**src/adc_frame_integrity_defines.svh**
```systemverilog
// Register offsets, field positions, reset values and code constants
// Assumes inclusion by the frame integrity core only
`ifndef ADC_FRAME_INTEGRITY_DEFINES_SVH
`define ADC_FRAME_INTEGRITY_DEFINES_SVH

// Register byte offsets
`define REG_CTRL 8'h00
`define REG_CHAN_EN 8'h04
`define REG_STATUS 8'h08
`define REG_ERR_COUNT 8'h0c
`define REG_STATUS_WORD 8'h10
`define REG_LAST_CMD 8'h14

// Control fields
`define CTRL_CRC_EN_BIT 0
`define CTRL_CRC_MODE_BIT 1
`define CTRL_FIXED_BIT 2
`define CTRL_RESET 3'h0
`define CHAN_EN_RESET 4'h0
`define STATUS_WORD_RESET 16'h0000

// Status fields
`define STAT_CHECK_FAULT_BIT 0
`define STAT_WL_LSB 2
`define STAT_HAM_BIT 4
`define STAT_CFG_BAD_BIT 5

// Code constants
`define CLIP16_POS 16'h7fff
`define CLIP16_NEG 16'h8000
`define CLIP24_POS 24'h7fffff
`define CLIP24_NEG 24'h800000
`define CRC_POLY 16'h1021
`define CRC_INIT 16'hffff
`define MULTI_WRITE_MASK 16'he000
`define MULTI_WRITE_VALUE 16'h6000

// Bus answers
`define RESP_OKAY 2'h0
`define RESP_SLVERR 2'h2

`endif

```
**src/adc_frame_integrity_pkg.sv**
```systemverilog
// Types shared by the frame integrity core and its bench
// Assumes an AXI4-Lite master with 8-bit byte addresses
package adc_frame_integrity_pkg;
  typedef enum logic [1:0] {WL16, WL24, WL32} word_len_e;

  typedef struct packed {
    logic cs_n;
    logic sclk;
    logic din;
  } spi_in_s;

  typedef struct packed {
    logic dout;
    logic dout_oe_n;
  } spi_out_s;

  typedef struct packed {
    logic awvalid;
    logic [7:0] awaddr;
    logic wvalid;
    logic [31:0] wdata;
    logic [3:0] wstrb;
    logic bready;
    logic arvalid;
    logic [7:0] araddr;
    logic rready;
  } axil_req_s;

  typedef struct packed {
    logic awready;
    logic wready;
    logic bvalid;
    logic [1:0] bresp;
    logic arready;
    logic rvalid;
    logic [31:0] rdata;
    logic [1:0] rresp;
  } axil_rsp_s;

  typedef struct packed {
    logic valid;
    logic [15:0] word;
    logic crc_err;
    logic multi_write;
  } cmd_s;

  typedef struct packed {
    logic valid;
    logic [23:0] data;
    logic corrected;
    logic multi_err;
  } in_word_s;
endpackage : adc_frame_integrity_pkg

```
**src/adc_frame_integrity.sv**
```systemverilog
// Frame formatting, Hamming and CRC checking for the serial data port
// Assumes SPI mode CPOL 0 / CPHA 1, host-driven clock well below core_clk_i
module adc_frame_integrity
  import adc_frame_integrity_pkg::*;
#(
  parameter int NCH = 4,
  parameter int SRC_W = 26
) (
  // Clock and reset
  input wire logic core_clk_i,
  input wire logic nrst_i,
  // Straps: bit 1 floating, bit 0 level
  input wire logic [1:0] word_length_strap_i,
  input wire logic [1:0] hamming_enable_strap_i,
  // Conversion results
  input wire logic conv_load_i,
  input wire logic [NCH*SRC_W-1:0] conv_data_i,
  // Serial link
  input wire spi_in_s spi_i,
  output spi_out_s spi_o,
  // Decoded input words and commands
  output in_word_s in_word_o,
  output cmd_s cmd_o,
  // Register bus
  input wire axil_req_s axil_i,
  output axil_rsp_s axil_o
);
`include "adc_frame_integrity_defines.svh"

  initial begin
    if (!(NCH == 2 || NCH == 4) || SRC_W <= 24) begin
      $error("adc_frame_integrity: NCH must be 2 or 4 and SRC_W above 24");
    end
  end

  typedef struct packed {
    logic cs_s1, cs_s2, sck_s1, sck_s2, sck_d, din_s1, din_s2;
    logic [1:0] wls1, wls2, hms1, hms2;
    logic strap_done;
    logic [1:0] strap_wait;
    word_len_e wl;
    logic ham_en, cfg_bad;
    logic crc_en, crc_mode, fixed;
    logic [NCH-1:0] chan_en;
    logic [15:0] stat_word;
    logic [NCH-1:0][23:0] chan_data;
    logic check_fault;
    logic [7:0] err_cnt;
    logic [15:0] last_cmd, cmd_word, last_word;
    logic in_frame;
    logic [5:0] bit_cnt, idx;
    logic [31:0] in_sh, out_sh;
    logic dout;
    logic [15:0] crc_in, crc_prev, crc_out;
    cmd_s cmd;
    in_word_s iw;
    logic aw_got, w_got;
    logic [7:0] awaddr;
    logic [31:0] wdata;
    logic [3:0] wstrb;
    logic bvalid, rvalid;
    logic [1:0] bresp, rresp;
    logic [31:0] rdata;
  } state_s;

  state_s st_reg, st_next;

  function automatic logic [23:0] clip_code(input logic signed [SRC_W-1:0] raw);
    logic signed [SRC_W-1:0] hi, lo;
    hi = {{(SRC_W-24){1'b0}}, `CLIP24_POS};
    lo = {{(SRC_W-24){1'b1}}, `CLIP24_NEG};
    if (raw > hi) begin
      return `CLIP24_POS;
    end else if (raw < lo) begin
      return `CLIP24_NEG;
    end
    return raw[23:0];
  endfunction : clip_code

  // Syndrome contribution of data bits over code positions 1..29
  function automatic logic [4:0] ham_gen(input logic [23:0] d);
    logic [4:0] s;
    int di;
    s = '0;
    di = 0;
    for (int p = 1; p < 30; p++) begin
      if ((p & (p - 1)) != 0) begin
        if (d[di]) begin
          s = s ^ 5'(p);
        end
        di++;
      end
    end
    return s;
  endfunction : ham_gen

  function automatic logic [23:0] ham_fix(input logic [23:0] d, input logic [4:0] syn);
    logic [23:0] r;
    int di;
    r = d;
    di = 0;
    for (int p = 1; p < 30; p++) begin
      if ((p & (p - 1)) != 0) begin
        if (5'(p) == syn) begin
          r[di] = ~r[di];
        end
        di++;
      end
    end
    return r;
  endfunction : ham_fix

  function automatic logic [7:0] ham_byte(input logic [23:0] f);
    logic [4:0] h;
    h = ham_gen(f);
    return {h, ^f, ^h, 1'b0};
  endfunction : ham_byte

  function automatic logic [31:0] pack_word(input logic [23:0] f, input logic ham,
                                            input word_len_e wl);
    logic [31:0] w;
    case (wl)
      WL32: w = ham ? {f, ham_byte(f)} : {f, 8'h00};
      WL24: w = ham ? {f[23:8], ham_byte(f), 8'h00} : {f, 8'h00};
      default: w = {f[23:8], 16'h0000};
    endcase
    return w;
  endfunction : pack_word

  function automatic logic [15:0] crc_byte(input logic [15:0] c_in, input logic [7:0] b);
    logic [15:0] c;
    c = c_in ^ {b, 8'h00};
    for (int k = 0; k < 8; k++) begin
      c = c[15] ? ({c[14:0], 1'b0} ^ `CRC_POLY) : {c[14:0], 1'b0};
    end
    return c;
  endfunction : crc_byte

  function automatic logic [15:0] crc_word(input logic [15:0] c_in, input logic [31:0] w,
                                           input logic [2:0] n);
    logic [15:0] c;
    c = c_in;
    for (int i = 0; i < 4; i++) begin
      if (i < int'(n)) begin
        c = crc_byte(c, w[31-8*i -: 8]);
      end
    end
    return c;
  endfunction : crc_word

  function automatic logic [5:0] wl_bits(input word_len_e wl);
    return (wl == WL32) ? 6'd32 : (wl == WL24) ? 6'd24 : 6'd16;
  endfunction : wl_bits

  function automatic logic [31:0] strb_merge(input logic [31:0] old, input logic [31:0] nw,
                                             input logic [3:0] s);
    logic [31:0] r;
    r = old;
    for (int i = 0; i < 4; i++) begin
      if (s[i]) begin
        r[8*i +: 8] = nw[8*i +: 8];
      end
    end
    return r;
  endfunction : strb_merge

  // Conversion field, CRC byte count and frame shape
  logic fmt16, word_end, frame_end, frame_start, sck_rise, sck_fall, bad_crc;
  logic rd_errcnt;
  logic [2:0] crc_nbytes;
  logic [5:0] nwords, n_en;
  logic [31:0] in_al, out_word;
  logic [23:0] in_field, fixed_field, out_field;
  logic [7:0] in_hb;
  logic [4:0] syn;
  logic overall;
  logic [31:0] wmerge;

  always_comb begin
    n_en = '0;
    for (int c = 0; c < NCH; c++) begin
      n_en = n_en + 6'(st_reg.chan_en[c]);
    end
  end

  assign fmt16 = (st_reg.wl == WL16) || (st_reg.wl == WL24 && st_reg.ham_en);
  assign crc_nbytes = st_reg.ham_en ? 3'((wl_bits(st_reg.wl) - 6'd8) >> 3)
                                    : 3'(wl_bits(st_reg.wl) >> 3);
  assign nwords = st_reg.fixed ? 6'(NCH + 2) : 6'd1 + n_en + 6'(st_reg.crc_en);
  assign sck_rise = st_reg.sck_s2 && !st_reg.sck_d;
  assign sck_fall = !st_reg.sck_s2 && st_reg.sck_d;
  assign frame_start = !st_reg.in_frame && !st_reg.cs_s2;
  assign frame_end = st_reg.in_frame && st_reg.cs_s2;
  assign word_end = st_reg.in_frame && !st_reg.cs_s2 && sck_fall
                    && (st_reg.bit_cnt == wl_bits(st_reg.wl) - 6'd1);
  assign bad_crc = st_reg.crc_en && st_reg.idx >= 6'd2 && st_reg.crc_prev != st_reg.last_word;
  assign rd_errcnt = axil_i.arvalid && !st_reg.rvalid && axil_i.araddr == `REG_ERR_COUNT;

  // Received word, left aligned, then split into field and Hamming byte
  always_comb begin
    in_al = {st_reg.in_sh[30:0], st_reg.din_s2} << (6'd32 - wl_bits(st_reg.wl));
    if (st_reg.ham_en && st_reg.wl == WL24) begin
      in_field = {in_al[31:16], 8'h00};
      in_hb = in_al[15:8];
    end else if (st_reg.ham_en) begin
      in_field = in_al[31:8];
      in_hb = in_al[7:0];
    end else begin
      in_field = in_al[31:8];
      in_hb = 8'h00;
    end
    syn = ham_gen(in_field) ^ in_hb[7:3];
    overall = ^{in_field, in_hb[7:1]};
    fixed_field = (st_reg.ham_en && overall) ? ham_fix(in_field, syn) : in_field;
  end

  // Outgoing word by index: status, data, CRC, then zero padding
  always_comb begin
    int k;
    k = 0;
    out_field = '0;
    if (st_reg.idx == 6'd0) begin
      // status in 16 MSBs, zero padded
      out_field = {st_reg.stat_word, 8'h00};
    end else if (st_reg.crc_en && st_reg.idx == nwords - 6'd1) begin
      // CRC in MSBs of last word
      out_field = {st_reg.crc_out, 8'h00};
    end else if (st_reg.fixed && st_reg.idx <= 6'(NCH)) begin
      out_field = st_reg.chan_data[int'(st_reg.idx) - 1];
    end else if (!st_reg.fixed && st_reg.idx <= n_en) begin
      for (int c = 0; c < NCH; c++) begin
        if (st_reg.chan_en[c]) begin
          k++;
          if (k == int'(st_reg.idx)) begin
            out_field = st_reg.chan_data[c];
          end
        end
      end
    end
    if (fmt16) begin
      out_field[7:0] = 8'h00;
    end
    out_word = (st_reg.idx < nwords) ? pack_word(out_field, st_reg.ham_en, st_reg.wl) : '0;
  end

  always_comb begin
    st_next = st_reg;
    wmerge = '0;
    st_next.cmd.valid = 1'b0;
    st_next.iw.valid = 1'b0;
    st_next.cs_s1 = spi_i.cs_n;
    st_next.cs_s2 = st_reg.cs_s1;
    st_next.sck_s1 = spi_i.sclk;
    st_next.sck_s2 = st_reg.sck_s1;
    st_next.sck_d = st_reg.sck_s2;
    st_next.din_s1 = spi_i.din;
    st_next.din_s2 = st_reg.din_s1;
    st_next.wls1 = word_length_strap_i;
    st_next.wls2 = st_reg.wls1;
    st_next.hms1 = hamming_enable_strap_i;
    st_next.hms2 = st_reg.hms1;

    // strap caught once, later changes ignored
    // Synchronisers hold reset values for two edges after release
    if (!st_reg.strap_done && st_reg.strap_wait != 2'd2) begin
      st_next.strap_wait = st_reg.strap_wait + 2'd1;
    end else if (!st_reg.strap_done) begin
      st_next.strap_done = 1'b1;
      st_next.wl = st_reg.wls2[1] ? WL16 : (st_reg.wls2[0] ? WL32 : WL24);
      // Hamming refused for 16-bit or floating strap
      st_next.cfg_bad = st_reg.hms2[1] || (st_reg.hms2[0] && st_reg.wls2[1]);
      st_next.ham_en = !st_reg.hms2[1] && st_reg.hms2[0] && !st_reg.wls2[1];
    end

    if (conv_load_i) begin
      for (int c = 0; c < NCH; c++) begin
        st_next.chan_data[c] = clip_code(conv_data_i[c*SRC_W +: SRC_W]);
      end
    end

    if (frame_start) begin
      st_next.in_frame = 1'b1;
      st_next.bit_cnt = '0;
      st_next.idx = '0;
      st_next.crc_in = `CRC_INIT;
      st_next.crc_prev = `CRC_INIT;
      st_next.crc_out = `CRC_INIT;
      st_next.dout = 1'b0;
    end else if (frame_end) begin
      st_next.in_frame = 1'b0;
      if (bad_crc) begin
        st_next.check_fault = 1'b1;
        st_next.err_cnt = st_reg.err_cnt + 8'd1;
      end
      st_next.cmd.word = st_reg.cmd_word;
      st_next.cmd.crc_err = bad_crc;
      st_next.cmd.multi_write = (st_reg.cmd_word & `MULTI_WRITE_MASK) == `MULTI_WRITE_VALUE;
      // drop on bad CRC unless multi-register write
      st_next.cmd.valid = st_reg.idx != 6'd0 && (!bad_crc || st_next.cmd.multi_write);
      if (st_next.cmd.valid) begin
        st_next.last_cmd = st_reg.cmd_word;
      end
    end else if (st_reg.in_frame) begin
      if (sck_rise && st_reg.bit_cnt == 6'd0) begin
        st_next.dout = out_word[31];
        st_next.out_sh = {out_word[30:0], 1'b0};
        if (st_reg.idx < nwords && !(st_reg.crc_en && st_reg.idx == nwords - 6'd1)) begin
          // output CRC over the words before the CRC word, not the CRC word or zero padding
          st_next.crc_out = crc_word(st_reg.crc_out, out_word, crc_nbytes);
        end
      end else if (sck_rise) begin
        st_next.dout = st_reg.out_sh[31];
        st_next.out_sh = {st_reg.out_sh[30:0], 1'b0};
      end
      if (sck_fall) begin
        st_next.in_sh = {st_reg.in_sh[30:0], st_reg.din_s2};
        st_next.bit_cnt = st_reg.bit_cnt + 6'd1;
      end
      if (word_end) begin
        st_next.bit_cnt = '0;
        st_next.idx = st_reg.idx + 6'd1;
        st_next.iw.valid = 1'b1;
        st_next.iw.data = fixed_field;
        st_next.iw.corrected = st_reg.ham_en && overall && syn != 5'd0;
        st_next.iw.multi_err = st_reg.ham_en && !overall && syn != 5'd0;
        if (st_reg.idx == 6'd0) begin
          st_next.cmd_word = fixed_field[23:8];
        end
        st_next.last_word = fixed_field[23:8];
        st_next.crc_prev = st_reg.crc_in;
        // mode 0 skips zero filler words
        if (st_reg.crc_mode || st_reg.idx == 6'd0 || fixed_field != 24'h0) begin
          st_next.crc_in = crc_word(st_reg.crc_in, {fixed_field, 8'h00}, crc_nbytes);
        end
      end
    end

    // Register bus: write address and data in either order
    if (axil_i.awvalid && !st_reg.aw_got && !st_reg.bvalid) begin
      st_next.aw_got = 1'b1;
      st_next.awaddr = axil_i.awaddr;
    end
    if (axil_i.wvalid && !st_reg.w_got && !st_reg.bvalid) begin
      st_next.w_got = 1'b1;
      st_next.wdata = axil_i.wdata;
      st_next.wstrb = axil_i.wstrb;
    end
    if (st_reg.aw_got && st_reg.w_got) begin
      st_next.aw_got = 1'b0;
      st_next.w_got = 1'b0;
      st_next.bvalid = 1'b1;
      st_next.bresp = `RESP_OKAY;
      if (st_reg.awaddr == `REG_CTRL) begin
        wmerge = strb_merge({29'h0, st_reg.fixed, st_reg.crc_mode, st_reg.crc_en},
                            st_reg.wdata, st_reg.wstrb);
        {st_next.fixed, st_next.crc_mode, st_next.crc_en} = wmerge[2:0];
      end else if (st_reg.awaddr == `REG_CHAN_EN) begin
        wmerge = strb_merge(32'(st_reg.chan_en), st_reg.wdata, st_reg.wstrb);
        st_next.chan_en = wmerge[NCH-1:0];
      end else if (st_reg.awaddr == `REG_STATUS) begin
        // Write one clears; a frame error in the same cycle wins
        if (st_reg.wstrb[0] && st_reg.wdata[`STAT_CHECK_FAULT_BIT] && !(frame_end && bad_crc)) begin
          st_next.check_fault = 1'b0;
        end
      end else if (st_reg.awaddr == `REG_STATUS_WORD) begin
        wmerge = strb_merge(32'(st_reg.stat_word), st_reg.wdata, st_reg.wstrb);
        st_next.stat_word = wmerge[15:0];
      end else if (st_reg.awaddr != `REG_ERR_COUNT && st_reg.awaddr != `REG_LAST_CMD) begin
        st_next.bresp = `RESP_SLVERR;
      end
    end else if (st_reg.bvalid && axil_i.bready) begin
      st_next.bvalid = 1'b0;
    end

    if (axil_i.arvalid && !st_reg.rvalid) begin
      st_next.rvalid = 1'b1;
      st_next.rresp = `RESP_OKAY;
      st_next.rdata = '0;
      if (axil_i.araddr == `REG_CTRL) begin
        st_next.rdata = {29'h0, st_reg.fixed, st_reg.crc_mode, st_reg.crc_en};
      end else if (axil_i.araddr == `REG_CHAN_EN) begin
        st_next.rdata = 32'(st_reg.chan_en);
      end else if (axil_i.araddr == `REG_STATUS) begin
        st_next.rdata[`STAT_CHECK_FAULT_BIT] = st_reg.check_fault;
        st_next.rdata[`STAT_WL_LSB +: 2] = st_reg.wl;
        st_next.rdata[`STAT_HAM_BIT] = st_reg.ham_en;
        st_next.rdata[`STAT_CFG_BAD_BIT] = st_reg.cfg_bad;
      end else if (axil_i.araddr == `REG_ERR_COUNT) begin
        st_next.rdata = 32'(st_reg.err_cnt);
        // read clears; a same-cycle error still counts
        st_next.err_cnt = (frame_end && bad_crc) ? 8'd1 : 8'd0;
      end else if (axil_i.araddr == `REG_STATUS_WORD) begin
        st_next.rdata = 32'(st_reg.stat_word);
      end else if (axil_i.araddr == `REG_LAST_CMD) begin
        st_next.rdata = 32'(st_reg.last_cmd);
      end else begin
        st_next.rresp = `RESP_SLVERR;
      end
    end else if (st_reg.rvalid && axil_i.rready) begin
      st_next.rvalid = 1'b0;
    end
  end

  always_ff @(posedge core_clk_i or negedge nrst_i) begin
    if (!nrst_i) begin
      st_reg <= '0;
      st_reg.cs_s1 <= 1'b1;
      st_reg.cs_s2 <= 1'b1;
      {st_reg.fixed, st_reg.crc_mode, st_reg.crc_en} <= `CTRL_RESET;
      st_reg.chan_en <= `CHAN_EN_RESET;
      st_reg.stat_word <= `STATUS_WORD_RESET;
      st_reg.wl <= WL16;
    end else begin
      st_reg <= st_next;
    end
  end

  assign spi_o.dout = st_reg.dout;
  assign spi_o.dout_oe_n = !(st_reg.in_frame && !st_reg.cs_s2);
  assign in_word_o = st_reg.iw;
  assign cmd_o = st_reg.cmd;
  assign axil_o.awready = !st_reg.aw_got && !st_reg.bvalid;
  assign axil_o.wready = !st_reg.w_got && !st_reg.bvalid;
  assign axil_o.bvalid = st_reg.bvalid;
  assign axil_o.bresp = st_reg.bresp;
  assign axil_o.arready = !st_reg.rvalid;
  assign axil_o.rvalid = st_reg.rvalid;
  assign axil_o.rdata = st_reg.rdata;
  assign axil_o.rresp = st_reg.rresp;
endmodule : adc_frame_integrity

```
**config.mk**
```make
export PLATFORM = sky130hd
export DESIGN_NAME = adc_frame_integrity
export DESIGN_NICKNAME = d
export VERILOG_FILES = /design/src/adc_frame_integrity_pkg.sv /design/src/adc_frame_integrity.sv
export VERILOG_INCLUDE_DIRS = /design/src
export SDC_FILE = /design/constraint.sdc
export NUM_CORES = 1
export LEC_CHECK = 0
export ABC_CLOCK_PERIOD_IN_PS = 8000
export BUFFER_PORTS_ARGS = -buffer_cell sky130_fd_sc_hd__buf_2
export CAP_MARGIN = 15
export CORE_UTILIZATION = 35
export CTS_BUF_LIST = sky130_fd_sc_hd__clkbuf_2 sky130_fd_sc_hd__clkbuf_4 sky130_fd_sc_hd__clkbuf_8
export CTS_CLUSTER_DIAMETER = 50
export DETAILED_ROUTE_END_ITERATION = 7
export GPL_ROUTABILITY_DRIVEN = 0
export PLACE_DENSITY_LB_ADDON = 0.15
export SETUP_SLACK_MARGIN = 0.5
export SLEW_MARGIN = 20
export SYNTH_ARGS = -nofsm -noshare
export SYNTH_HDL_FRONTEND = slang
export SYNTH_SLANG_ARGS = --single-unit
```
**constraint.sdc**
```tcl
create_clock -name core_clk_i -period 8 [get_ports core_clk_i]
set_input_delay 0.8 -clock core_clk_i [delete_from_list [all_inputs] [get_ports core_clk_i]]
set_output_delay 0.8 -clock core_clk_i [all_outputs]
set_load 0.05 [all_outputs]
```
==> summary.md <==
| Metric | Value |
|---|---|
| Clock transition at path regs | roughly 0.06 ns |
| Final setup fails | 0 |
| Max VDD drop | between 0.4 and 0.5 mV |
| Critical path buffers and inverters | 4 |
| Setup Skew | 0.06188 ns |
| Run status | finished, final reports clean |
| Slowest CP cell | fa_1 |
| Tcrit/Tclk final | between 90% and 100% |
| Die area | ~80000 µm² |
| CTS tree | built |
| Core area | between 70000 and 80000 µm² |
| Post-DP Area | approximately 30000 µm² |
| Final design area excluding fillers | approximately 32000 µm² |
| # DRC | 0 |
| Slew margin rel. | 20.54% |
| Largest delay contributor family on the critical path | XOR/XNOR gates |
| Total number of vias | about 23000 |
| Filler Cell Count | just under 8000 |
| Min Tclk post-route | 7.281 ns |
| Placed Cells | around 4000 |
| Yosys cell types | 117 |
| Post-synth top flop | dfrtp_1 |
| PortBufs | between 200 and 250 |
| Share of cells above drive strength 1 | a little over a quarter |
| Place WS | roughly 0.095 ns |
| RSZ-0062 raised after global routing | yes |
| Initial core utilization | between 30 and 40% |
| Chip Width | ~280 µm |
| Avg Cell Area, Syn | roughly 9.5 µm² |
| Max Cap Viol | 0 |
| Share of async-settable or async-resettable flops after synthesis | 100.0% |
| Largest net degree at the start of global routing | 157 |
| Nets | ~3300 |
| Area Growth Syn to Fin | 16.00% |
| LEAKAGE | roughly 14 nW |
| # IOs | 260 |
| Most common cell after layout, fill and taps aside | dfrtp_1 |
| Overall routing resource usage | 22.08% |
| First DRT Iteration DRCs | approximately 1600 |
| Hold Crit Class | input pin to async pin |
| CP endpoint kind | flip-flop |
| Final Hold Viols | 0 |
| Yosys reg bits | roughly 400 |
| Cell at the root of the clock tree | clkbuf_8 |
| Cell count after synthesis | between 2000 and 3000 |
| Max FFs per register | 340 |
| Crit path launch type | flip-flop |
| Avg Vias per Cell | 5.346 |
| Setup TNS | 0 ns |
| Die height | around 280 µm |
| Non-Filler Instances | 4226 |
| Most frequent cells in the layout | dfrtp_1 (396), nand2_1 (386), nor2_1 (265) |
| Sequential area share after synthesis | 36.01% |
| Clk_lat worst skew | slightly above 0.7 ns |
| Hold buffer count at CTS | 0 |
| Synth warn | 0 |
| Antenna violations before repair | 3 |
| Worst endpoint required time | 8.56 ns |
| CTS Buffer Depth | 3 |
| Pwr Density | ~530 nW/µm² |
| Rows | 102 |
| Slew Viols, Final | 0 |
| Post-synth EDFFs | 0 |
| First-pass GRT wire length | approximately 140 mm |
| Setup Crit Path Kind | flip-flop to flip-flop |
| Initial DRT Pass Iterations | 5 |
| Post-synthesis cell area | approximately 28000 µm² |
| Tightest Pin Transition | 1.187 ns |
| Sink Count | between 300 and 400 |
| HPWL after detailed placement | 67.14 mm |
| Max Clk Rate | roughly 140 MHz |
| Number of H-tree levels | 3 |
| PnR worst setup slack | around 0.72 ns |
| Post-route antenna net violation count | 0 |
| WL final | roughly 90 mm |
| Worst Path Arrival | between 7 and 8 ns |
| Crit-path max FO | 6 |
| CTS Buf Count | 81 |
| DR WL/cell | ~21 µm |
| CP max stage delay | 0.54 ns |
| Vias in the first global route | 22840 |
| Remaining Overflow, GRT | 0 |
report_power, final:
part	total, mW	switching (mW)	internal (mW)	leakage (nW)
clock	2.43	1.00	1.43	0.961
combinational	12.0	6.08	5.93	8.32
sequential	2.75	0.423	2.33	5.02
total	17.2	7.51	9.69	14.3
what timing repair did:
| item | 4_1_cts | 5_1_grt |
|---|---|---|
| pin swaps | 11 | 32 |
| setup buffers | 10 | 41 |
| resized for setup | 15 | 63 |
| endpoints found under the setup margin | 13 | 25 |
area by class of cell:
type	instances	area [µm²]	share of cell area (%)
Tap cell	1040	1301	4.045
Timing Repair Buffer	363	2222	6.907
Inverter	50	191.4	0.5951
Clock inverter	28	392.9	1.221
Clock buffer	118	1474	4.582
Sequential cell	399	9988	31.05
Multi-Input combinational cell	2225	16590	51.58
Antenna cell	3	7.507	0.02334
per-layer routing:
layer	wire length [µm]	global-route usage, %
met1	38910	29.35
met2	42350	35.97
met3	5157	3.143
met4	3548	9.081
met5	12	0
worst paths after layout:
kind	slack, ns	cells after the start	endpoint	startpoint
min reg2reg	0.35	0	st_reg[447]	st_next[447]
max reg2reg	0.72	29	st_reg[137]	st_reg[426]
min	0.17	1	st_reg[447]	nrst_i
max in group asynchronous	6.33	2	st_reg[369]	nrst_i
min in group core_clk_i	0.22	1	st_next[447]	spi_i[0]
max	0.72	29	st_reg[137]	st_reg[426]
through the flow:
step | total power, mW | utilization [%] | hold slack (ns)
after floorplan | 11.71 | - | 0.3312
after global placement | 13.73 | 37.85 | 0.3399
after detailed placement | 13.84 | 37.85 | 0.3386
after CTS | 16.53 | 40.44 | 0.1574
after global routing | 18.31 | 41.25 | 0.1784
final | 17.20 | 41.26 | 0.1678
cells by family after synthesis:
group | synth area share [%]
AND/OR/NAND/NOR | 15.47
AO/OA/AOI/OAI | 14.75
flip-flops | 36.01
XOR/XNOR | 16.07
buffers and inverters | 6.014
multiplexers | 10.25
adder cells (fa/ha/maj) | 1.426
other | 0.01352
synthesized netlist by cell type, types with 14 or more instances:
cell type	number	area (µm²)
dfrtp_1	397	9935
nand2_1	387	1453
nor2_1	268	1006
a21oi_1	177	885.9
xnor2_1	176	1541
o21ai_0	164	820.8
clkbuf_1	132	495.5
mux2_2	124	1396
xor2_1	113	989.7
buf_4	92	690.7
mux2i_1	71	710.7
nor3_1	66	330.3
nand3_1	55	275.3
xnor3_1	52	1171
inv_1	49	183.9
a31oi_1	32	200.2
mux4_2	31	698.2
ha_1	30	375.4
a221o_1	23	230.2
buf_2	21	105.1
or3_1	20	125.1
nand2b_1	19	118.9
o31ai_1	19	142.6
o21a_1	18	135.1
a22oi_1	17	127.6
o211ai_1	17	127.6
o21ai_1	17	85.08
and3_1	16	100.1
nand4_1	16	100.1
and2_1	15	93.84
a221oi_1	14	122.6
Power figures use the tool's default switching activity.
